$ cat src/pkg/lic_pkg.sv
// Shared constants for the level interrupt controller.
package lic_pkg;
  // External pin count and edge mode encoding.
  localparam int EXT_PINS = 8;
  localparam int EDGE_W = 2;
  localparam logic [1:0] EDGE_OFF = 2'h0;
  localparam logic [1:0] EDGE_RISE = 2'h1;
  localparam logic [1:0] EDGE_FALL = 2'h2;
  localparam logic [1:0] EDGE_BOTH = 2'h3;
  // Interrupt level field width; level 0 means the source never requests.
  localparam int LVL_W = 2;
  localparam int NUM_LEVELS = (1 << LVL_W) - 1;
  localparam logic [NUM_LEVELS-1:0] CIL_RESET = 3'h0;
  // The sampling tick is the low-speed clock divided by this figure.
  localparam int LS_DIV = 2;
  // Noise filter: the pin must hold its level for this long before it passes.
  localparam int CLK_PERIOD_NS = 25;
  localparam int FILTER_NS = 75;
  localparam int FILTER_CYC = (FILTER_NS + CLK_PERIOD_NS - 1) / CLK_PERIOD_NS;
endpackage

$ cat src/rtl/lic_pin_filter.sv
// Noise filter and tick sampler for one external interrupt pin.
module lic_pin_filter
  import lic_pkg::*;
(
  input wire logic clk,
  input wire logic resetn,
  input wire logic pin,
  input wire logic tick,
  input wire logic filterEn,
  input wire logic sampleEn,
  output logic sigOut,
  output logic trigOut
);
  localparam int CNT_W = $clog2(FILTER_CYC + 1);
  localparam logic [CNT_W-1:0] CNT_MAX = CNT_W'(FILTER_CYC);

  typedef struct packed {
    logic filt;
    logic [CNT_W-1:0] cnt;
    logic smpA;
    logic smpOut;
    logic out;
  } lpf_state_s;

  lpf_state_s st;
  lpf_state_s next_st;
  logic preSample;

  // The filter only follows the pin after it has stayed put for the full count.
  always_comb begin
    next_st = st;
    preSample = filterEn ? st.filt : pin;
    if (pin == st.filt) begin
      next_st.cnt = '0;
    end else if (st.cnt == CNT_MAX - CNT_W'(1)) begin
      next_st.filt = pin;
      next_st.cnt = '0;
    end else begin
      next_st.cnt = st.cnt + CNT_W'(1);
    end
    // Two tick samples must agree before the sampled level moves.
    if (tick) begin
      next_st.smpA = preSample;
      if (preSample == st.smpA) begin
        next_st.smpOut = preSample;
      end
    end
    next_st.out = sampleEn ? st.smpOut : preSample;
  end

  always_ff @(posedge clk or negedge resetn) begin
    if (!resetn) begin
      st <= '0;
    end else begin
      st <= next_st;
    end
  end

  assign sigOut = st.out;
  // The timer trigger copy ignores both enables and is always filtered.
  assign trigOut = st.filt;
endmodule

$ cat src/rtl/level_interrupt_controller.sv
// Level nesting interrupt controller with external pin edge detection.

// Overview of operation
// - Any write to the level register clears only its highest set bit.
// - Request the core when a pending source level exceeds the current level.
// - Among several qualifying sources, present only the highest priority one.
// - Hold requests from transfer cycle until the first handler instruction ran.
// - Hold requests after a segment prefix until the following instruction ran.
// - Each of eight pins raises its own request on its selected edge.
// - Per pin edge mode: rising, falling or both edges.
// - Pins optionally filtered and/or twice sampled on low-speed clock over two.
// - The timer trigger copy is always filtered and never sampled.
module level_interrupt_controller
  import lic_pkg::*;
#(
  parameter int NUM_SRC = 16
)(
  input wire logic clk,
  input wire logic resetn,
  input wire logic [NUM_SRC-1:0] srcPending,
  input wire logic [NUM_SRC*LVL_W-1:0] srcLevel,
  input wire logic curLevelWrite,
  input wire logic irqAccept,
  input wire logic shiftCycle,
  input wire logic firstInstrDone,
  input wire logic prefixExec,
  input wire logic nextInstrDone,
  input wire logic [EXT_PINS-1:0] extPin,
  input wire logic [EXT_PINS*EDGE_W-1:0] edgeSelect,
  input wire logic [EXT_PINS-1:0] filterEnable,
  input wire logic [EXT_PINS-1:0] sampleEnable,
  input wire logic lowSpeedClk,
  output logic irqRequest,
  output logic [$clog2(NUM_SRC)-1:0] irqVector,
  output logic [LVL_W-1:0] irqLevel,
  output logic [NUM_LEVELS-1:0] curLevel,
  output logic [EXT_PINS-1:0] extIntRequest,
  output logic [EXT_PINS-1:0] timerTrigger
);
  localparam int IDX_W = $clog2(NUM_SRC);

  // Elaboration refuses a source count that the vector and level logic cannot serve.
  if (NUM_SRC < 2 || NUM_SRC > 256) begin : g_bad_num_src
    $error("NUM_SRC must lie between 2 and 256.");
  end

  typedef struct packed {
    logic [NUM_LEVELS-1:0] current_level_register;
    logic holdShift;
    logic holdPrefix;
    logic req;
    logic [IDX_W-1:0] vec;
    logic [LVL_W-1:0] lvl;
    logic [NUM_SRC-1:0] cand;
    logic [EXT_PINS-1:0] pinS1;
    logic [EXT_PINS-1:0] pinS2;
    logic [EXT_PINS-1:0] prevSig;
    logic [EXT_PINS-1:0] extReq;
    logic [EXT_PINS-1:0] trig;
    logic lsS1;
    logic lsS2;
    logic lsPrev;
    logic lsDiv;
    logic tick;
  } lic_state_s;

  lic_state_s st;
  lic_state_s next_st;
  logic [EXT_PINS-1:0] filtSig;
  logic [EXT_PINS-1:0] filtTrig;
  logic [NUM_SRC-1:0] cand;
  logic anyCand;
  logic [IDX_W-1:0] winIdx;
  logic [LVL_W-1:0] winLvl;
  logic holdNow;

  // One-hot mask of the highest set bit of the level register.
  function automatic logic [NUM_LEVELS-1:0] msbMask(input logic [NUM_LEVELS-1:0] v);
    logic [NUM_LEVELS-1:0] m;
    m = '0;
    for (int i = 0; i < NUM_LEVELS; i++) begin
      if (v[i]) begin
        m = '0;
        m[i] = 1'b1;
      end
    end
    return m;
  endfunction

  // Current level as a number: highest set bit position plus one, zero when idle.
  function automatic logic [LVL_W-1:0] msbLevel(input logic [NUM_LEVELS-1:0] v);
    logic [LVL_W-1:0] l;
    l = '0;
    for (int i = 0; i < NUM_LEVELS; i++) begin
      if (v[i]) begin
        l = LVL_W'(i + 1);
      end
    end
    return l;
  endfunction

  // Per pin filtering; the sampler's tick comes from the divided low-speed clock.
  for (genvar p = 0; p < EXT_PINS; p++) begin : g_pin
    lic_pin_filter u_filter (
      .clk(clk),
      .resetn(resetn),
      .pin(st.pinS2[p]),
      .tick(st.tick),
      .filterEn(filterEnable[p]),
      .sampleEn(sampleEnable[p]),
      .sigOut(filtSig[p]),
      .trigOut(filtTrig[p])
    );
  end

  // Arbitration: a source qualifies only above the current level; lower index wins.
  always_comb begin
    cand = '0;
    anyCand = 1'b0;
    winIdx = '0;
    winLvl = '0;
    for (int i = NUM_SRC - 1; i >= 0; i--) begin
      if (srcPending[i] && srcLevel[i*LVL_W +: LVL_W] > msbLevel(st.current_level_register)) begin
        cand[i] = 1'b1;
        anyCand = 1'b1;
        winIdx = IDX_W'(i);
        winLvl = srcLevel[i*LVL_W +: LVL_W];
      end
    end
  end

  // Hold windows close in the same cycle their ending instruction reports done,
  // so a waiting request is presented on the very next edge.
  always_comb begin
    holdNow = (st.holdShift & ~firstInstrDone) | shiftCycle
            | (st.holdPrefix & ~nextInstrDone) | prefixExec;
  end

  // Main next-state process.
  always_comb begin
    next_st = st;
    next_st.cand = cand;
    if (shiftCycle) begin
      next_st.holdShift = 1'b1;
    end else if (firstInstrDone) begin
      next_st.holdShift = 1'b0;
    end
    if (prefixExec) begin
      next_st.holdPrefix = 1'b1;
    end else if (nextInstrDone) begin
      next_st.holdPrefix = 1'b0;
    end
    next_st.req = anyCand & ~holdNow & ~irqAccept;
    next_st.vec = winIdx;
    next_st.lvl = winLvl;
    // Clear first, then set, so an acceptance in the same cycle is never lost.
    if (curLevelWrite) begin
      next_st.current_level_register = st.current_level_register & ~msbMask(st.current_level_register);
    end
    if (irqAccept && st.req && st.lvl != '0) begin
      next_st.current_level_register[st.lvl - LVL_W'(1)] = 1'b1;
    end
    // Two-stage synchronisers for the asynchronous pins.
    next_st.pinS1 = extPin;
    next_st.pinS2 = st.pinS1;
    next_st.lsS1 = lowSpeedClk;
    next_st.lsS2 = st.lsS1;
    next_st.lsPrev = st.lsS2;
    // Every second low-speed rising edge yields a one-cycle tick.
    next_st.tick = 1'b0;
    if (st.lsS2 && !st.lsPrev) begin
      next_st.lsDiv = ~st.lsDiv;
      next_st.tick = st.lsDiv;
    end
    // Edge detection per pin on the filtered/sampled signal.
    next_st.prevSig = filtSig;
    for (int p = 0; p < EXT_PINS; p++) begin
      case (edgeSelect[p*EDGE_W +: EDGE_W])
        EDGE_RISE: next_st.extReq[p] = filtSig[p] & ~st.prevSig[p];
        EDGE_FALL: next_st.extReq[p] = ~filtSig[p] & st.prevSig[p];
        EDGE_BOTH: next_st.extReq[p] = filtSig[p] ^ st.prevSig[p];
        default: next_st.extReq[p] = 1'b0;
      endcase
    end
    next_st.trig = filtTrig;
  end

  always_ff @(posedge clk or negedge resetn) begin
    if (!resetn) begin
      st <= '0;
    end else begin
      st <= next_st;
    end
  end

  assign irqRequest = st.req;
  assign irqVector = st.vec;
  assign irqLevel = st.lvl;
  assign curLevel = st.current_level_register;
  assign extIntRequest = st.extReq;
  assign timerTrigger = st.trig;
endmodule

$ cat config.mk
export PLATFORM = sky130hd
export DESIGN_NAME = level_interrupt_controller
export DESIGN_NICKNAME = d
export VERILOG_FILES = /design/src/pkg/lic_pkg.sv /design/src/rtl/lic_pin_filter.sv /design/src/rtl/level_interrupt_controller.sv
export SDC_FILE = /design/constraint.sdc
export NUM_CORES = 1
export LEC_CHECK = 0
export BUFFER_PORTS_ARGS = -buffer_cell sky130_fd_sc_hd__buf_2
export CAP_MARGIN = 20
export CORE_UTILIZATION = 59
export DETAILED_ROUTE_END_ITERATION = 8
export MAX_ROUTING_LAYER = met4
export PLACE_DENSITY = 0.86
export REMOVE_ABC_BUFFERS = 1
export SYNTH_ARGS = -nofsm -noshare
export SYNTH_HDL_FRONTEND = slang
export SYNTH_HIERARCHICAL = 1
export SYNTH_SLANG_ARGS = --single-unit
export TNS_END_PERCENT = 100
$ cat constraint.sdc
create_clock -name clk -period 7.4 [get_ports clk]
set_clock_uncertainty 0.2 [all_clocks]
set_input_delay 1.11 -clock clk [delete_from_list [all_inputs] [get_ports clk]]
set_output_delay 1.11 -clock clk [all_outputs]
set_load 0.02 [all_outputs]
==> results.json, run 1 <==
{
  "leakagePower_nw": 3.277,
  "seq_area_um2": 2628,
  "holdPathEnd": "st[34]",
  "gr-total-overflow": 0,
  "worstHoldPathType": "reg -> reg",
  "synth_ff_type": "dfrtp_1",
  "synth_edf_count": 0,
  "n_fill_cell": 641,
  "path_buf_inv": 1,
  "dieArea_um2": 9706,
  "ys_seq_area_share_pct": 47.80,
  "grt_first_pass_wirelength_um": 17470,
  "dieWidth_um": 98.52,
  "timing.rr.end": "irqLevel[0]",
  "finalWeightedCongestion": 0.9054,
  "dr.pass1.iters": 9,
  "antenna_cells": 0,
  "fin_nets": 765,
  "cts_tree": "done",
  "crit_type": "reg -> reg",
  "grt_usage_pct": 23.32,
  "grt_max_degree": 87,
  "yosysWarnings": 6,
  "ys_async_sr_fraction_pct": 100.0,
  "setup_violations": 0,
  "wl_per_cell_um": 14.19,
  "cts_made_buffers": 9,
  "drc": 6,
  "clk_latency_ns": 0.36,
  "synthCells": 508,
  "synth_top_area_cell": "dfrtp_1",
  "layout_min_cycle_time_ns": 3.085,
  "drive_gt1_share_pct": 27.52,
  "status": "complete, but fails checks",
  "critPathMaxStageDelay_ns": 0.61,
  "worst_path_max_delay_cell": "nor2_1",
  "crit-reg2reg-launch": "curLevel[1]",
  "crit_path_end_kind": "flop",
  "clock-sinks": 105,
  "num_vias": 4006,
  "antenna_found_initial": 0,
  "post_cts_buffers": 0,
  "clk_pin_slew_ns": 0.10,
  "syn2layout_area_growth_pct": 14.57,
  "min_from": "next_st[34]",
  "ys_seq_elements": 105,
  "ios": 123,
  "cts_root_buffer": "clkbuf_8",
  "multiInputGateArea_um2": 2460,
  "row_count": 34,
  "synth_top_area_share_pct": 47.80,
  "drv_cap": 0,
  "wl_um": 10400,
  "grt_pass1_vias": 4072,
  "rsz0062_at_grt": "false",
  "required_ns": 7.45,
  "p_per_area_nw_per_um2": 281.5,
  "core_region_area_um2": 8891,
  "crit_chain": "nor2_1, buf_6, ha_1, nor2b_1, o211ai_1, or3b_1, a21oi_1, o211a_1, a211o_1",
  "htreeDepth": 3,
  "r2r_slack_ns": 4.32,
  "synthesis.area_um2": 5497,
  "cts_hold_buffers": 0,
  "drt-initial-drc-count": 118,
  "start_util_pct": 61.82,
  "critPathArrivalTime_ns": 3.13,
  "worstMarginPinSlew_ns": 0.8732,
  "crit_family": "compound AO/OA/AOI/OAI gates",
  "die_h_um": 98.52,
  "postSynthAreaPerCell_um2": 10.82,
  "worstHoldPathCells": 0,
  "violations": "DRC",
  "slew_viol_final": 0,
  "finalHoldViolCount": 0,
  "max_slew_margin_pct": 41.79,
  "routed_via_density": 5.465,
  "tns_ns": 0,
  "critPathMaxFanout": 9,
  "clock_path_buffers": 2,
  "cts_resized": 0,
  "dp_hpwl_um": 7998,
  "ant_nets": 0,
  "numPortBuffers": 122,
  "final_core_util_pct": 70.83,
  "fin_total_pwr_mw": 1.773,
  "fin_crit_sh_pct": 41.68,
  "rr_worst_depth": 9,
  "cp-start-kind": "flop",
  "netlist_top_cells_area": "dfrtp_1 48%, ha_1 11%, inv_1 4.0%, buf_4 3.4%, mux2i_1 3.1%",
  "irDropWorstVdd_v": 0.0001161,
  "yosysUniqueCellTypes": 46,
  "clock.fmax_ghz": 0.3242
}
## worst max-delay path by stage
| stage | start | to | slack, ns | cells after the start |
|---|---|---|---|---|
| finish | curLevel[1] | irqLevel[0] | 4.32 | 9 |
| global route | curLevel[1] | irqVector[1] | 4.07 | 9 |
| CTS | curLevel[1] | irqLevel[0] | 4.30 | 9 |
| detailed placement | srcLevel[5] | irqLevel[0] | 4.33 | 8 |
| global placement | curLevel[1] | irqLevel[0] | 4.08 | 8 |
| floorplan | curLevel[0] | irqLevel[0] | 4.12 | 9 |
## kinds of logic after synthesis
kind of cell               after synthesis  share of synthesized area, %
AOI/OAI and AO/OA                      100                         13.29
xor gates and xnor gates                 9                         1.434
adders and majority gates               48                         10.93
buffers and inverters                   84                         7.444
DFF                                    105                         47.80
muxes                                   33                         6.761
and+or+nand+nor                        129                         12.34
## state kept, by name, summed over array words and instances (netlist names)
| name | cells |
|---|---|
| irqRequest | 1 |
| timerTrigger | 8 |
| next_st | 10 |
| g_pin.u_filter/trigOut | 8 |
| curLevel | 3 |
| g_pin.u_filter/st | 32 |
| st | 21 |
| irqVector | 4 |
| irqLevel | 2 |
| extIntRequest | 8 |
| g_pin.u_filter/sigOut | 8 |
## worst register-to-register path: cells and delay by family (launching register included)
family / cells / cell delay (ns)
AOI/OAI and AO/OA: 4 / 0.93
adders and majority gates: 1 / 0.25
and+or+nand+nor: 3 / 0.92
buffers and inverters: 1 / 0.25
DFF: 1 / 0.43
## metal layers
metal / global-route usage (%) / routed length, µm
met5: - / 0
met4: 8.611 / 200
met3: 3.972 / 445
met2: 41.06 / 5436
met1: 26.79 / 4317
## power by group
part           internal, mW  switching [mW]  total [mW]
Combinational         0.265           0.305       0.570
Clock                 0.129           0.198       0.327
Sequential            0.754           0.122       0.876
## placed cells by master, fill, tap and decap left out, types with 11 or more instances in the layout
master	synthesis	layout
nand2_1	43	43
buf_2	0	121
nor3_1	13	13
ha_1	48	48
dfrtp_1	105	105
mux2i_1	17	17
o21ai_0	21	20
inv_1	59	59
nor2_1	18	18
a21oi_1	20	20
nor2b_1	23	23
o211ai_1	11	11
## metrics by stage
step                cell area, µm²  instances  hold WS (ns)  setup WS (ns)
global route                  6297        733        0.1600          4.069
finish                        6297        733        0.1552          4.315
detailed placement            6083        716        0.1347          4.327
global placement              6072        715        0.1313          4.083
CTS                           6270        732        0.1508          4.298
floorplan                     5309        483        0.1312          4.118
## synth_stat cells (all sizes together), types with 2 or more instances
cell type	number
a21oi	20
o211a	5
o22ai	5
a211oi	2
ha	48
mux2i	24
nor2	18
o211ai	20
a21boi	3
nand3	2
nand4	3
nor3b	9
and3	3
xnor2	9
a21o	2
nand2	43
o22a	8
buf	25
o21a	2
inv	59
nor2b	26
nand2b	9
nor3	13
o21ai	22
dfrtp	105
mux2	9
## area by class of cell
| cell class | count | share of cell area (%) |
|---|---|---|
| sequential | 105 | 41.72 |
| multi-input combinational | 319 | 39.06 |
| timing repair buffer | 126 | 10.59 |
| inverter | 59 | 3.517 |
| tap | 108 | 2.146 |
| clock buffer | 10 | 2.027 |
| clock inverter | 6 | 0.9338 |
Note: power is estimated with default switching activity, not from simulation.
==> run 2: changes to the inputs <==
- CORE_UTILIZATION: 59 -> 49
- PLACE_DENSITY: 0.86 -> 0.76
- clock period: 7.4 -> 2.8 ns (I/O delays scaled with it)
==> run 2 against run 1 <==
  * The run now ends clean
  * Final cell count increased by 6.4%
  * Highest routed layer unchanged
  * Register-to-register slack got worse by 4.1 ns
  * Critical path depth unchanged
  * Largest cell class unchanged
  * Die area increased by 20%
  * Utilization decreased by 11 points
  * Sequential power increased to 2.6 times the previous value
  * Worst setup slack got worse by 4.1 ns
  * Clock power increased to 2.6 times the previous value
  * Global-route usage decreased by 3.3 points
  * Clock-buffer cell count decreased by 1
==> results.json, run 2 (synthesized netlist as in run 1, its figures left out) <==
{
  "r2r_slack_ns": 0.17,
  "internal_power_mw": 3.047,
  "fin_crit_sh_pct": 94.05,
  "cts_root_buffer": "clkbuf_8",
  "row_count": 38,
  "final_common_cell": "buf_2",
  "drive_gt1_share_pct": 28.17,
  "slew_viol_final": 0,
  "crit_path_end_kind": "flop",
  "final_cell_mix": "121 x buf_2, 105 x dfrtp_1, 59 x inv_1",
  "num_vias": 4085,
  "status": "completed",
  "routed_via_density": 5.237,
  "htreeDepth": 3,
  "switchingPower_mw": 1.646,
  "cts_tree": "done",
  "grt_first_pass_wirelength_um": 17590,
  "fin_nets": 780,
  "worstHoldPathType": "in -> reg",
  "hold_ws_ns": 0.03623,
  "power_frac_clock_pct": 18.2,
  "wl_per_cell_um": 13.95,
  "crit-reg2reg-launch": "curLevel[1]",
  "power_frac_comb_pct": 32.6,
  "max_slew_margin_pct": 40.15,
  "layout_min_cycle_time_ns": 2.633,
  "syn2layout_area_growth_pct": 17.53,
  "critPathMaxStageDelay_ns": 0.43,
  "fin_total_pwr_mw": 4.693,
  "fin_ws_ns": 0.1667,
  "pre_cts_slack_ns": 0.1654,
  "dieWidth_um": 107.9,
  "grt_max_degree": 53,
  "p_per_area_nw_per_um2": 726.5,
  "required_ns": 2.85,
  "p_seq_share_pct": 49.2,
  "antenna_found_initial": 0,
  "timing.rr.end": "irqLevel[0]",
  "irDropWorstVdd_v": 0.0003909,
  "cp-endpoint": "irqLevel[0]",
  "critPathArrivalTime_ns": 2.68,
  "start_util_pct": 50.48,
  "clock-sinks": 105,
  "clock.fmax_ghz": 0.3798,
  "drv_cap": 0,
  "cp-start-kind": "flop",
  "wl_um": 10880,
  "dieArea_um2": 11640,
  "grt_usage_pct": 20.05,
  "clk_latency_ns": 0.36,
  "dr.pass1.iters": 4,
  "die_h_um": 107.9,
  "largest_register_ff_count": 32,
  "ios": 123,
  "leakagePower_nw": 3.335,
  "finalHoldViolCount": 0,
  "cts_made_buffers": 9,
  "top_register": "g_pin.u_filter/st",
  "n_fill_cell": 917,
  "clk_pin_slew_ns": 0.11,
  "setup_violations": 0,
  "clock_path_buffers": 2,
  "ant_nets": 0,
  "grt_pass1_vias": 3955,
  "numPortBuffers": 122,
  "worst_path_max_delay_cell": "dfrtp_1",
  "swShare_pct": 35.08,
  "crit_type": "reg -> reg",
  "rr_worst_depth": 9,
  "critPathMaxFanout": 16,
  "drc": 0,
  "dp_hpwl_um": 8532,
  "rsz0062_at_grt": "false",
  "finalWeightedCongestion": 0.8449,
  "crit_chain": "nor2_1, buf_4, ha_1, nor2b_4, o211a_1, a311oi_2, o22ai_1, a41o_1, a211o_1",
  "core_region_area_um2": 10890,
  "final_core_util_pct": 59.33,
  "startpoint": "curLevel[1]",
  "gr-total-overflow": 0,
  "worstMarginPinSlew_ns": 0.8978,
  "drt-initial-drc-count": 220
}
[run 2: cell type report]
cell class | instances | area, µm² | share of cell area (%)
antenna | 1 | 2.502 | 0.03874
clock buffer | 9 | 123.9 | 1.917
clock inverter | 6 | 52.55 | 0.8135
inverter | 59 | 221.5 | 3.428
multi-input combinational | 319 | 2476 | 38.33
sequential | 105 | 2628 | 40.67
tap | 140 | 175.2 | 2.712
timing repair buffer | 141 | 780.7 | 12.09
[run 2: power by group through the flow]
| stage | Sequential, mW | Clock, mW | Combinational [mW] |
|---|---|---|---|
| after floorplan | 2.43 | 0 | 0.913 |
| after global placement | 2.30 | 0 | 1.44 |
| after detailed placement | 2.34 | 0 | 1.52 |
| after CTS | 2.31 | 0.882 | 1.54 |
| after global routing | 2.39 | 0.939 | 1.71 |
| final | 2.31 | 0.852 | 1.53 |
[run 2: what timing repair did]
| item | 4_1_cts | 5_1_grt |
|---|---|---|
| setup endpoints to repair | 0 | 3 |
| buffers inserted | 0 | 0 |
| resized for setup | 0 | 5 |
| hold endpoints to repair | 58 | 0 |
| hold buffers | 10 | 0 |
[run 2: routing by layer]
| layer | part of all wire (%) | global-route usage [%] | vias to the layer above |
|---|---|---|---|
| li1 | - | - | 1985 |
| met4 | 1.7 | 5.969 | 0 |
| met1 | 45 | 24.21 | 1977 |
| met3 | 5.5 | 5.327 | 18 |
| met2 | 48 | 32.97 | 105 |
| met5 | 0 | - | - |
[run 2: worst min path at each step]
stage                          startpoint                        to  slack [ns]  depth (start not counted)
after floorplan                    resetn               curLevel[0]       -0.08                          0
after global placement        next_st[33]                    st[33]        0.13                          0
after detailed placement      next_st[35]                    st[35]        0.14                          0
after CTS                 sampleEnable[3]  g_pin[3].u_filter/sigOut        0.02                          2
after global routing       edgeSelect[14]          extIntRequest[7]        0.02                          2
final                     sampleEnable[3]  g_pin[3].u_filter/sigOut        0.04                          2
[run 2: critical path, delay by kind of cell (launching register included)]
family / cells / cell delay, ns
compound gates: 5 / 1.06
fa+ha+maj: 1 / 0.30
buf+inv: 1 / 0.26
flops: 1 / 0.43
simple gates: 2 / 0.27
[run 2: per-stage QoR]
stage / TNS (ns) / area (µm²) / std cells
final: 0 / 6460 / 780
after global routing: 0 / 6457 / 779
after CTS: 0 / 6441 / 779
after detailed placement: 0 / 6165 / 754
after global placement: 0 / 6165 / 754
after floorplan: -1.797 / 5309 / 483
